`config.mk`:
```
export PLATFORM = sky130hd
export DESIGN_NAME = nrf_filter
export DESIGN_NICKNAME = d
export VERILOG_FILES = /design/src/core/nrf_pkg.sv /design/src/core/nrf_decide.sv /design/src/core/nrf_filter.sv
export SDC_FILE = /design/constraint.sdc
export NUM_CORES = 1
export LEC_CHECK = 0
export BUFFER_PORTS_ARGS = -buffer_cell sky130_fd_sc_hd__buf_2
export CORE_MARGIN = 1.5
export CORE_UTILIZATION = 45
export DETAILED_ROUTE_END_ITERATION = 16
export PLACE_DENSITY = 0.76
export SLEW_MARGIN = 10
export SYNTH_ARGS = -nofsm -noshare
export SYNTH_HDL_FRONTEND = slang
export SYNTH_HIERARCHICAL = 1
export SYNTH_SLANG_ARGS = --single-unit
```
`constraint.sdc`:
```
create_clock -name sys_clk -period 3.3 [get_ports sys_clk]
set_input_delay 0.33 -clock sys_clk [delete_from_list [all_inputs] [get_ports sys_clk]]
set_output_delay 0.33 -clock sys_clk [all_outputs]
set_load 0.02 [all_outputs]
```
`src/core/nrf_pkg.sv`:
```
package nrf_pkg;

    // register byte addresses
    localparam logic [11:0] NRF_ASYNC_LOW_SET   = 12'h108;
    localparam logic [11:0] NRF_ASYNC_LOW_CLEAR = 12'h10C;
    localparam logic [11:0] NRF_PHYS_HIGH_SET   = 12'h110;
    localparam logic [11:0] NRF_PHYS_HIGH_CLEAR = 12'h114;

    localparam logic [31:0] NRF_FILTER_RESET  = 32'h0000_0000;
    localparam int          NRF_ALL_BUSES_BIT = 31;
    localparam logic [5:0]  NRF_HIGH_BASE     = 6'h20;
    localparam logic [9:0]  NRF_LOCAL_BUS     = 10'h3FF;

    typedef enum logic [1:0] {
        NRF_DEST_DROP,
        NRF_DEST_ASYNC,
        NRF_DEST_PHYS
    } nrf_dest_t;

    // incoming request as seen by the receive filter
    typedef struct packed {
        logic       valid;
        logic [9:0] src_bus;
        logic [5:0] src_node;
        logic       phys_bound;
    } nrf_req_t;

    // filter verdict
    typedef struct packed {
        logic      valid;
        logic      ack;
        nrf_dest_t dest;
    } nrf_verdict_t;

endpackage

```
`src/core/nrf_decide.sv`:
```
module nrf_decide
    import nrf_pkg::*;
(
    // request in
    input  wire nrf_req_t     req,
    input  wire logic [9:0]   local_bus,
    // filters
    input  wire logic [31:0]  async_low,
    input  wire logic [31:0]  async_high,
    input  wire logic [31:0]  phys_low,
    input  wire logic [31:0]  phys_high,
    // verdict out
    output nrf_verdict_t      verdict
);

    function automatic logic node_bit(input logic [31:0] low, input logic [31:0] high,
                                      input logic [5:0] node);
        if (node < NRF_HIGH_BASE)
            node_bit = low[node[4:0]];
        else if (node == 6'h3F)
            node_bit = 1'b0;
        else
            node_bit = high[node[4:0]];
    endfunction

    logic local_src;
    logic async_ok;
    logic phys_ok;

    always_comb begin
        local_src = (req.src_bus == NRF_LOCAL_BUS) || (req.src_bus == local_bus);
        // node compare only on the own bus; remote buses pass via bit 31
        if (local_src) begin
            async_ok = node_bit(async_low, async_high, req.src_node); // [RULE_01] [RULE_02] [RULE_07]
            phys_ok  = node_bit(phys_low, phys_high, req.src_node);   // [RULE_10]
        end else begin
            async_ok = phys_high[NRF_ALL_BUSES_BIT];                  // [RULE_08]
            phys_ok  = phys_high[NRF_ALL_BUSES_BIT];
        end
        verdict.valid = req.valid;
        verdict.ack   = req.valid && async_ok;                        // [RULE_11]
        if (!async_ok)
            verdict.dest = NRF_DEST_DROP;                             // [RULE_11]
        else if (req.phys_bound && phys_ok)
            verdict.dest = NRF_DEST_PHYS;                             // [RULE_05]
        else
            verdict.dest = NRF_DEST_ASYNC;                            // [RULE_06]
    end

endmodule

```
`src/core/nrf_filter.sv`:
```
// How it works
// [RULE_01] Bit n of the low async filter accepts async requests from local node n, 0 to 31.
// [RULE_02] The low async filter behaves exactly like the high one, only for low node ids.
// [RULE_03] The low async filter has set and clear locations, ones set or clear, both read it.
// [RULE_04] The high physical filter has set and clear locations with the same semantics.
// [RULE_05] A physical-bound packet passes the async filter first, then the physical filter.
// [RULE_06] A zero physical bit sends the request to the async receive request context.
// [RULE_07] Per-node bits are compared only when the source is on the controller's bus.
// [RULE_08] Remote-bus packets are not acknowledged unless high physical bit 31 is one.
// [RULE_09] High physical bit 31 survives a serial bus reset; other bits need not.
// [RULE_10] High physical bits 30..0 enable physical handling for nodes 62..32.
// [RULE_11] A zero async bit for a local source means no acknowledge and no queueing.
// [RULE_12] Zero bits written leave filter bits alone, and both filters reset to zero.
module nrf_filter
    import nrf_pkg::*;
(
    // clock and reset
    input  wire logic         sys_clk,
    input  wire logic         rstn,
    // apb slave
    input  wire logic         psel,
    input  wire logic         penable,
    input  wire logic         pwrite,
    input  wire logic [11:0]  paddr,
    input  wire logic [31:0]  pwdata,
    output logic              pready,
    output logic [31:0]       prdata,
    output logic              pslverr,
    // link side
    input  wire logic         serial_bus_reset,
    input  wire logic [9:0]   local_bus_id,
    input  wire logic [31:0]  async_filter_high,
    input  wire logic [31:0]  phys_filter_low,
    input  wire nrf_req_t     req_in,
    // filter results
    output nrf_verdict_t      verdict_out,
    output logic [31:0]       async_low_out,
    output logic [31:0]       phys_high_out
);

    typedef struct packed {
        logic [31:0]  async_low;
        logic [31:0]  phys_high;
        logic         pready;
        logic [31:0]  prdata;
        logic         pslverr;
        nrf_verdict_t verdict;
    } nrf_state_t;

    logic [1:0] rst_sync;
    logic       rst_n;
    nrf_state_t cur;
    nrf_state_t next_cur;
    nrf_verdict_t dec;

    always_ff @(posedge sys_clk or negedge rstn) begin
        if (!rstn)
            rst_sync <= 2'b00;
        else
            rst_sync <= {rst_sync[0], 1'b1};
    end
    assign rst_n = rst_sync[1];

    function automatic logic addr_hit(input logic [11:0] a);
        addr_hit = (a == NRF_ASYNC_LOW_SET) || (a == NRF_ASYNC_LOW_CLEAR) ||
                   (a == NRF_PHYS_HIGH_SET) || (a == NRF_PHYS_HIGH_CLEAR);
    endfunction

    nrf_decide u_decide (
        .req        (req_in),
        .local_bus  (local_bus_id),
        .async_low  (cur.async_low),
        .async_high (async_filter_high),
        .phys_low   (phys_filter_low),
        .phys_high  (cur.phys_high),
        .verdict    (dec)
    );

    logic setup;
    logic wr;

    always_comb begin
        next_cur = cur;
        setup    = psel && !penable && !cur.pready;
        wr       = psel && penable && cur.pready && pwrite;
        // no wait state: answer in the first access cycle
        next_cur.pready  = setup;
        next_cur.pslverr = setup && !addr_hit(paddr);
        next_cur.prdata  = 32'h0000_0000;
        if (setup && !pwrite) begin
            case (paddr)
                NRF_ASYNC_LOW_SET,
                NRF_ASYNC_LOW_CLEAR: next_cur.prdata = cur.async_low;  // [RULE_03]
                NRF_PHYS_HIGH_SET,
                NRF_PHYS_HIGH_CLEAR: next_cur.prdata = cur.phys_high;  // [RULE_04]
                default:             next_cur.prdata = 32'h0000_0000;
            endcase
        end
        if (serial_bus_reset) begin
            next_cur.async_low = NRF_FILTER_RESET;
            next_cur.phys_high = cur.phys_high &
                                 (32'h0000_0001 << NRF_ALL_BUSES_BIT); // [RULE_09]
        end
        if (wr) begin
            case (paddr)
                NRF_ASYNC_LOW_SET:   next_cur.async_low = next_cur.async_low | pwdata;  // [RULE_03] [RULE_12]
                NRF_ASYNC_LOW_CLEAR: next_cur.async_low = next_cur.async_low & ~pwdata; // [RULE_03] [RULE_12]
                NRF_PHYS_HIGH_SET:   next_cur.phys_high = next_cur.phys_high | pwdata;  // [RULE_04] [RULE_12]
                NRF_PHYS_HIGH_CLEAR: next_cur.phys_high = next_cur.phys_high & ~pwdata; // [RULE_04] [RULE_12]
                default:             next_cur.async_low = next_cur.async_low;
            endcase
        end
        next_cur.verdict = dec;
    end

    always_ff @(posedge sys_clk or negedge rst_n) begin
        if (!rst_n)
            cur <= '0; // [RULE_12]
        else
            cur <= next_cur;
    end

    assign pready        = cur.pready;
    assign prdata        = cur.prdata;
    assign pslverr       = cur.pslverr;
    assign verdict_out   = cur.verdict;
    assign async_low_out = cur.async_low;
    assign phys_high_out = cur.phys_high;

    remote_gate_a: assert property (@(posedge sys_clk) disable iff (!rst_n) // [RULE_08]
        (req_in.valid && req_in.src_bus != NRF_LOCAL_BUS && req_in.src_bus != local_bus_id
         && !cur.phys_high[31]) |=> !verdict_out.ack)
        else $error("remote request acknowledged without all-buses bit");

    async_drop_a: assert property (@(posedge sys_clk) disable iff (!rst_n) // [RULE_11]
        (req_in.valid && req_in.src_bus == local_bus_id && req_in.src_node < 6'h20
         && !cur.async_low[req_in.src_node[4:0]]) |=> verdict_out.dest == NRF_DEST_DROP)
        else $error("disabled local node not dropped");

    phys_route_a: assert property (@(posedge sys_clk) disable iff (!rst_n) // [RULE_06]
        (req_in.valid && req_in.phys_bound && req_in.src_bus == local_bus_id
         && req_in.src_node >= 6'h20 && req_in.src_node < 6'h3F
         && !cur.phys_high[req_in.src_node[4:0]]) |=> verdict_out.dest != NRF_DEST_PHYS)
        else $error("physical route despite clear bit");

    phys_accept_a: assert property (@(posedge sys_clk) disable iff (!rst_n) // [RULE_10]
        (req_in.valid && req_in.phys_bound && req_in.src_bus == local_bus_id
         && req_in.src_node >= 6'h20 && req_in.src_node < 6'h3F
         && async_filter_high[req_in.src_node[4:0]]
         && cur.phys_high[req_in.src_node[4:0]]) |=> verdict_out.dest == NRF_DEST_PHYS)
        else $error("enabled node not routed physical");

    keep_all_a: assert property (@(posedge sys_clk) disable iff (!rst_n) // [RULE_09]
        (serial_bus_reset && !(psel && penable && pwrite && pready))
        |=> cur.phys_high[31] == $past(cur.phys_high[31]))
        else $error("all-buses bit lost on bus reset");

    set_low_a: assert property (@(posedge sys_clk) disable iff (!rst_n) // [RULE_03]
        (psel && penable && pready && pwrite && paddr == NRF_ASYNC_LOW_SET && !serial_bus_reset)
        |=> cur.async_low == ($past(cur.async_low) | $past(pwdata)))
        else $error("low set write wrong");

    clear_high_a: assert property (@(posedge sys_clk) disable iff (!rst_n) // [RULE_04]
        (psel && penable && pready && pwrite && paddr == NRF_PHYS_HIGH_CLEAR
         && !serial_bus_reset) |=> cur.phys_high == ($past(cur.phys_high) & ~$past(pwdata)))
        else $error("high clear write wrong");

    read_back_a: assert property (@(posedge sys_clk) disable iff (!rst_n) // [RULE_03]
        (psel && !penable && !pwrite && !pready && paddr == NRF_ASYNC_LOW_CLEAR)
        |=> pready && prdata == $past(cur.async_low))
        else $error("low filter read back wrong");

endmodule

```
==> results.py, run 1 <==
metrics = {
    "yosys": {
        "post_synth_num_cell_types": 48,
        "yosysTopAreaCell": "dfrtp_1",
        "synth_edf_count": 0,
        "synth.area.top_cells": "dfrtp_1 (42%), mux2i_1 (14%), nand2b_1 (6.9%)",
        "synth-main-ff-cell": "dfrtp_1",
        "synth-async-reset-ratio_pct": 100,
        "synthCells": 549,
        "avgSynthCellArea_sq_um": 11.2,
        "yosysWarnings": 6,
        "synthesis.area_sq_mm": 0.00613,
        "ys_ff_latch": 104,
        "ys_seq_area_share_pct": 42.4,
        "yosysTopAreaCellShare_pct": 42.4,
        "synth_fp_nets": 691,
    },
    "floorplanning": {
        "io_pins": 244,
        "die-height_um": 120,
        "core_sq_mm": 0.0133,
        "start_util_pct": 46.1,
        "rows": 42,
        "die_w_um": 120,
        "die_area_sq_mm": 0.0143,
    },
    "layout": {
        "layout_common_cells": "buf_2 (243), dfrtp_1 (103), mux2i_1 (87), nand2b_1 (68), nand3_1 (53)",
        "regArea_sq_mm": 0.00261,
        "diodes": 0,
        "nFillCells": 1170,
        "nNetsFinal": 905,
        "syn2layout_area_growth_pct": 25.0,
        "drive_above_1_share_pct": 40.0,
        "multi_input_area_sq_mm": 0.00322,
        "layout_commonest_cell": "buf_2",
    },
    "global_route": {
        "grt-ovfl-total": 0,
        "grt_use_total_pct": 28.1,
        "grt_max_degree": 72,
        "grt_pass1_vias": 5609,
        "antenna_found_initial": 1,
        "grt_pass1_wl_mm": 30.8,
    },
    "pwr": {
        "swShare_pct": 26.4,
        "powerDensity_mw_per_mm2": 345,
        "seqPwrFrac_pct": 49.1,
        "intPower_w": 0.00195,
        "comb_power_share_pct": 11.4,
        "p_leak_nw": 4.04,
        "ir_drop_mv": 0.205,
        "p_total_w": 0.00264,
        "p_clk_share_pct": 39.6,
        "netSwitchingPower_w": 0.000697,
    },
    "clock_tree": {
        "clkTransAtPathRegs_ns": 0.08,
        "root_buffer": "clkbuf_16",
        "insertion_delay_ns": 0.36,
        "cts_buffers": 9,
        "cts.sinks": 104,
        "tritoncts": "done",
        "h-tree-depth": 3,
        "clk_path_buf_depth": 2,
    },
    "timing": {
        "period_share_pct": 73.8,
        "setup-violations-final": 0,
        "worstMarginPinSlew_ns": 1.16,
        "slew_headroom_pct": 22.4,
        "hold_viol_final": 0,
        "max_freq_mhz": 411,
        "post-route-min-period_ns": 2.44,
        "finalSetupTns_ns": 0,
        "slew_viol_final": 0,
        "rsz0062_at_grt": "no",
        "fin_skew_ns": 0.0125,
    },
    "worst_setup_path": {
        "worstSetupStartpointType": "input pin",
        "endpoint_kind": "flop",
        "arrival_ns": 2.65,
        "cpMostUsedCell": "a221o_1",
        "cp_max_fo": 30,
        "cp.required_ns": 3.52,
        "r2r_cells": 5,
        "max_stage_delay_ns": 0.37,
        "cp_slowest_cell": "mux2_2",
        "cp_cell_sequence": "buf_2 > buf_12 > mux2_2 > a221o_1 > o2111a_1 > a221o_1 > a31oi_1 > nor4b_1",
        "critPathKind": "in -> reg",
    },
    "routing": {
        "ant_nets": 0,
        "dr.pass1.iters": 5,
        "drt-initial-drc-count": 342,
        "wl_per_cell_um": 21.2,
        "routed_wl_mm": 20.0,
        "viasPerCell": 5.80,
        "route.detailed.drc": 0,
        "dr_total_vias": 5473,
    },
    "placement": {
        "hpwl_mm": 14.3,
        "numPortBuffers": 243,
        "gp_congestion": 0.906,
    },
    "worst_hold_path": {
        "min_path_type": "in -> reg",
        "worstHoldPathCells": 1,
    },
    "status": {
        "status": "complete, no violations",
    },
    "run": {
        "drv_cap": 0,
    },
}
==> critical path, delay by kind of cell <==
family,cells,cell delay [ns]
AO/OA/AOI/OAI,4,1.20
buffers and inverters,2,0.65
multiplexers,1,0.37
AND/OR/NAND/NOR,1,0.09
==> stage by stage <==
| step | hold slack (ns) | cells | util (%) | worst slack [ns] | cell area, sq um |
|---|---|---|---|---|---|
| global route | 0.117 | 944 | 57.6 | 0.731 | 7660 |
| CTS | 0.126 | 944 | 57.6 | 0.862 | 7660 |
| detailed placement | 0.118 | 927 | 55.4 | 0.489 | 7360 |
| finish | 0.127 | 944 | 57.6 | 0.864 | 7660 |
| global placement | 0.116 | 927 | 55.4 | 0.570 | 7360 |
| floorplan | 0.0344 | 549 | - | 0.188 | 6130 |
==> final timing paths <==
check,start,slack [ns],end
worst max register to register,async_low_out[18]$_DFF_PN0_,0.94,verdict_out[1]$_DFF_PN0_
min in group asynchronous,rstn,0.29,rst_sync[1]$_DFF_PN0_
worst min-delay path,req_in[17],0.13,verdict_out[3]$_DFF_PN0_
worst max-delay path,req_in[1],0.86,verdict_out[1]$_DFF_PN0_
worst min register to register,rst_sync[0]$_DFF_PN0_,0.35,rst_sync[1]$_DFF_PN0_
max in group asynchronous,rst_sync[1]$_DFF_PN0_,2.00,phys_high_out[9]$_DFF_PN0_
==> final cells by class <==
class,instances,area share [%]
repair buffers,253,17.2
clock inverters,7,0.833
inverters,2,0.0980
multi-input cells,393,42.0
clock buffers,9,2.94
well taps,176,2.87
flip-flops and latches,104,34.0
==> sequential cells by signal, summed over array words and instances (netlist names) <==
register       count
async_low_out     32
phys_high_out     32
prdata            32
pready             1
pslverr            1
rst_sync           2
verdict_out        4
==> synthesized netlist by cell type, drive strengths merged (4+ instances only) <==
master / number
mux2i: 87
a211oi: 5
xor2: 10
a21oi: 4
dfrtp: 104
a221oi: 4
buf: 30
mux4: 19
nor4: 5
nor2b: 6
mux2: 4
o21ai: 7
nand2b: 68
nand3: 67
nor2: 36
clkbuf: 20
a22oi: 33
==> power groups by stage <==
stage / registers (W) / clock network [W] / logic [W]
after CTS: 0.00130 / 0.00107 / 0.000300
after floorplan: 0.00133 / 0 / 0.000151
after detailed placement: 0.00132 / 0 / 0.000297
final: 0.00130 / 0.00105 / 0.000300
after global placement: 0.00132 / 0 / 0.000289
after global routing: 0.00130 / 0.00112 / 0.000323
==> what timing repair did <==
action / in CTS / in global routing
setup buffers: 0 / 0
hold buffers: 1 / 0
endpoints found under the hold margin: 2 / 0
resized for setup: 0 / 0
==> metal layers <==
| metal | global-route usage, % | vias up | part of all wire (%) |
|---|---|---|---|
| li1 | - | 2445 | - |
| met1 | 35.1 | 2683 | 40 |
| met2 | 48.3 | 302 | 50 |
| met3 | 5.51 | 41 | 7.1 |
| met4 | 10.6 | 2 | 2.8 |
| met5 | 0 | - | 0.045 |
==> cell families after synthesis <==
| logic type | synth area share, % |
|---|---|
| flip-flops | 42.4 |
| AO/OA/AOI/OAI | 8.69 |
| AND/OR/NAND/NOR | 19.9 |
| multiplexers | 22.4 |
| other | 0.0612 |
| XOR/XNOR | 1.43 |
| buffers and inverters | 5.04 |
(Power assumes the default switching activity.)
==> inputs of run 2 (changes only) <==
--- a/config.mk
+++ b/config.mk
@@ -5,11 +5,12 @@
 export SDC_FILE = /design/constraint.sdc
 export NUM_CORES = 1
 export LEC_CHECK = 0
+export ABC_AREA = 1
 export BUFFER_PORTS_ARGS = -buffer_cell sky130_fd_sc_hd__buf_2
 export CORE_MARGIN = 1.5
 export CORE_UTILIZATION = 45
 export DETAILED_ROUTE_END_ITERATION = 16
-export PLACE_DENSITY = 0.76
+export PLACE_DENSITY = 0.75
 export SLEW_MARGIN = 10
 export SYNTH_ARGS = -nofsm -noshare
 export SYNTH_HDL_FRONTEND = slang
==> constraint.sdc (replaced) <==
create_clock -name sys_clk -period 2.2 [get_ports sys_clk]
set_input_delay 0.22 -clock sys_clk [delete_from_list [all_inputs] [get_ports sys_clk]]
set_output_delay 0.22 -clock sys_clk [all_outputs]
set_load 0.02 [all_outputs]
==> results.py, run 2 <==
metrics = {
    "clock_tree": {
        "insertion_delay_ns": 0.34,
        "root_buffer": "clkbuf_16",
        "clk_path_buf_depth": 2,
        "tritoncts": "done",
        "clkTransAtPathRegs_ns": 0.07,
        "h-tree-depth": 3,
        "cts.sinks": 104,
        "cts_buffers": 9,
        "cts_setup_buffers": 0,
        "ctsResizeCount": 0,
    },
    "worst_setup_path": {
        "critPathLaunch": "pready$_DFF_PN0_",
        "critPathKind": "reg -> reg",
        "r2r_cells": 6,
        "rr_endpoint": "async_low_out[31]$_DFF_PN0_",
        "worstPathBufferInverterCount": 1,
        "crit_end": "async_low_out[31]$_DFF_PN0_",
        "cp_slowest_cell": "dfrtp_1",
        "crit_family": "flip-flops",
        "arrival_ns": 1.67,
        "cp.required_ns": 2.41,
        "r2r_start": "pready$_DFF_PN0_",
        "cp_cell_sequence": "nand2_1 > nor2_4 > buf_12 > nand2_1 > o21ai_0 > o21ai_0",
        "crit_cells": 6,
        "worstSetupStartpointType": "flop",
        "rrSetupSlack_ns": 0.74,
        "endpoint_kind": "flop",
        "cp_max_fo": 63,
        "max_stage_delay_ns": 0.37,
    },
    "timing": {
        "setup-violations-final": 0,
        "finalSetupTns_ns": 0,
        "post-route-min-period_ns": 1.46,
        "slew_viol_final": 0,
        "period_share_pct": 66.2,
        "max_freq_mhz": 687,
        "hold_viol_final": 0,
        "slew_headroom_pct": 58.9,
        "fin_skew_ns": 0.00925,
        "rsz0062_at_grt": "no",
        "worstMarginPinSlew_ns": 0.617,
    },
    "yosys": {
        "synth_fp_nets": 1133,
        "synth.area.top_cells": "dfrtp_1 (40%), nand2_1 (13%), nor2_1 (13%)",
        "ys_top_cells_by_count": "nand2_1 (231), nor2_1 (231), nand3_1 (118)",
        "synth-main-ff-cell": "dfrtp_1",
        "synth_xor_xnor_area_share_pct": 1.21,
        "synth_mux_area_share_pct": 0,
        "synth-async-reset-ratio_pct": 100,
        "yosysTopAreaCellShare_pct": 40.0,
        "synthCells": 991,
        "synthAdderAreaFrac_pct": 0,
        "synthesis.area_sq_mm": 0.00651,
        "avgSynthCellArea_sq_um": 6.57,
        "synth_edf_count": 0,
        "yosysWarnings": 6,
        "synth_top_family_by_area": "simple AND/OR/NAND/NOR gates",
        "ys_ff_latch": 104,
        "synth_compound_area_share_pct": 9.34,
        "ys_seq_area_share_pct": 40.0,
        "synthSimpleGateAreaFrac_pct": 38.2,
        "yosysTopAreaCell": "dfrtp_1",
        "post_synth_num_cell_types": 31,
    },
    "floorplanning": {
        "rows": 43,
        "core_sq_mm": 0.0140,
        "die_w_um": 123,
        "start_util_pct": 46.5,
        "die_area_sq_mm": 0.0152,
        "io_pins": 244,
        "die-height_um": 123,
    },
    "placement": {
        "dp_cells": 1376,
        "gp_congestion": 0.870,
        "numPortBuffers": 243,
        "dpl_cell_area_sq_mm": 0.00782,
        "hpwl_mm": 15.8,
    },
    "global_route": {
        "grt_use_total_pct": 28.6,
        "grt_pass1_vias": 6556,
        "grt-ovfl-total": 0,
        "grt_pass1_wl_mm": 33.1,
        "grt_max_degree": 64,
        "antenna_found_initial": 1,
    },
    "layout": {
        "drive_above_1_share_pct": 24.1,
        "layout_common_cells": "buf_2 (243), nand2_1 (231), nor2_1 (231), nand3_1 (118), dfrtp_1 (103)",
        "layout_commonest_cell": "buf_2",
        "syn2layout_area_growth_pct": 25.4,
        "nNetsFinal": 1351,
        "post-route-cell-area_sq_mm": 0.00816,
        "instances_no_fill": 1395,
    },
    "run": {
        "drv_cap": 0,
    },
    "routing": {
        "wl_per_cell_um": 15.9,
        "dr_total_vias": 7137,
        "route.detailed.drc": 0,
        "drt-initial-drc-count": 412,
        "routed_wl_mm": 22.1,
        "viasPerCell": 5.12,
        "ant_nets": 0,
        "dr.pass1.iters": 6,
    },
    "pwr": {
        "p_total_w": 0.00417,
        "powerDensity_mw_per_mm2": 510,
        "p_leak_nw": 4.22,
        "ir_drop_mv": 0.380,
    },
    "worst_hold_path": {
        "min_path_type": "in -> reg",
        "worstHoldPathCells": 3,
    },
    "status": {
        "status": "complete, no violations",
    },
}
run 2: cell types whose count changed in the layout (fill, tap and decap cells not counted), moves of 36 or more:
cell      change
mux2i_1      -87
inv_1        +99
nand3_1      +65
nand2_1     +228
o21ai_0      +36
o21ai_1      +62
nor2_1      +195
nand2b_1     -68
run 2: area by class of cell:
| type | count | area (sq um) |
|---|---|---|
| clock inverter | 6 | 90.1 |
| sequential | 104 | 2610 |
| inverter | 105 | 394 |
| timing repair buffer | 263 | 1430 |
| multi-input combinational | 726 | 3180 |
| clock buffer | 10 | 229 |
| fill | 1373 | 5830 |
| tap | 180 | 225 |
| antenna | 1 | 2.50 |
run 2: stage by stage:
step           utilization, %  worst slack (ns)  hold WS (ns)
2_1_floorplan               -             0.456       -0.0756
3_3_place_gp             55.9             0.485       0.00575
3_5_place_dp             55.9             0.486       0.00662
4_1_cts                  58.3             0.758        0.0997
5_1_grt                  58.3             0.619         0.110
6_report                 58.3             0.744         0.112
run 2: logic make-up after synthesis:
| kind of cell | after synthesis |
|---|---|
| other | 1 |
| buffers and inverters | 161 |
| AOI/OAI and AO/OA | 118 |
| xor gates and xnor gates | 9 |
| DFF | 104 |
| and+or+nand+nor | 598 |
run 2: worst min-delay path, stage by stage:
cell	delay, ns
buf_2	0.09
nand3_1	0.06
nand2_1	0.05
run 2: what timing repair did:
action,in CTS,in global routing
setup endpoints to repair,0,0
hold endpoints to repair,3,0
hold buffers,2,0
run 2: power breakdown:
part	leakage (nW)	switching, W	internal [W]
Clock	0.153	0.000734	0.00101
Sequential	1.44	0.0000179	0.00192
Combinational	2.62	0.000296	0.000197
run 2: worst min path at each step:
stage / end / startpoint / slack [ns]
floorplan: rst_sync[0]$_DFF_PN0_ / rstn / -0.08
global placement: rst_sync[0]$_DFF_PN0_ / rstn / 0.006
detailed placement: rst_sync[0]$_DFF_PN0_ / rstn / 0.007
CTS: phys_high_out[4]$_DFF_PN0_ / pwdata[4] / 0.1
global route: phys_high_out[4]$_DFF_PN0_ / pwdata[4] / 0.11
finish: phys_high_out[4]$_DFF_PN0_ / pwdata[4] / 0.11
run 2: metal layers:
metal	part of all wire, %	track usage (%)	vias up
li1	-	-	3520
met1	42	36.4	3195
met2	48	48.6	381
met3	8.3	4.70	41
met4	2.3	11.2	0
met5	0	0	-
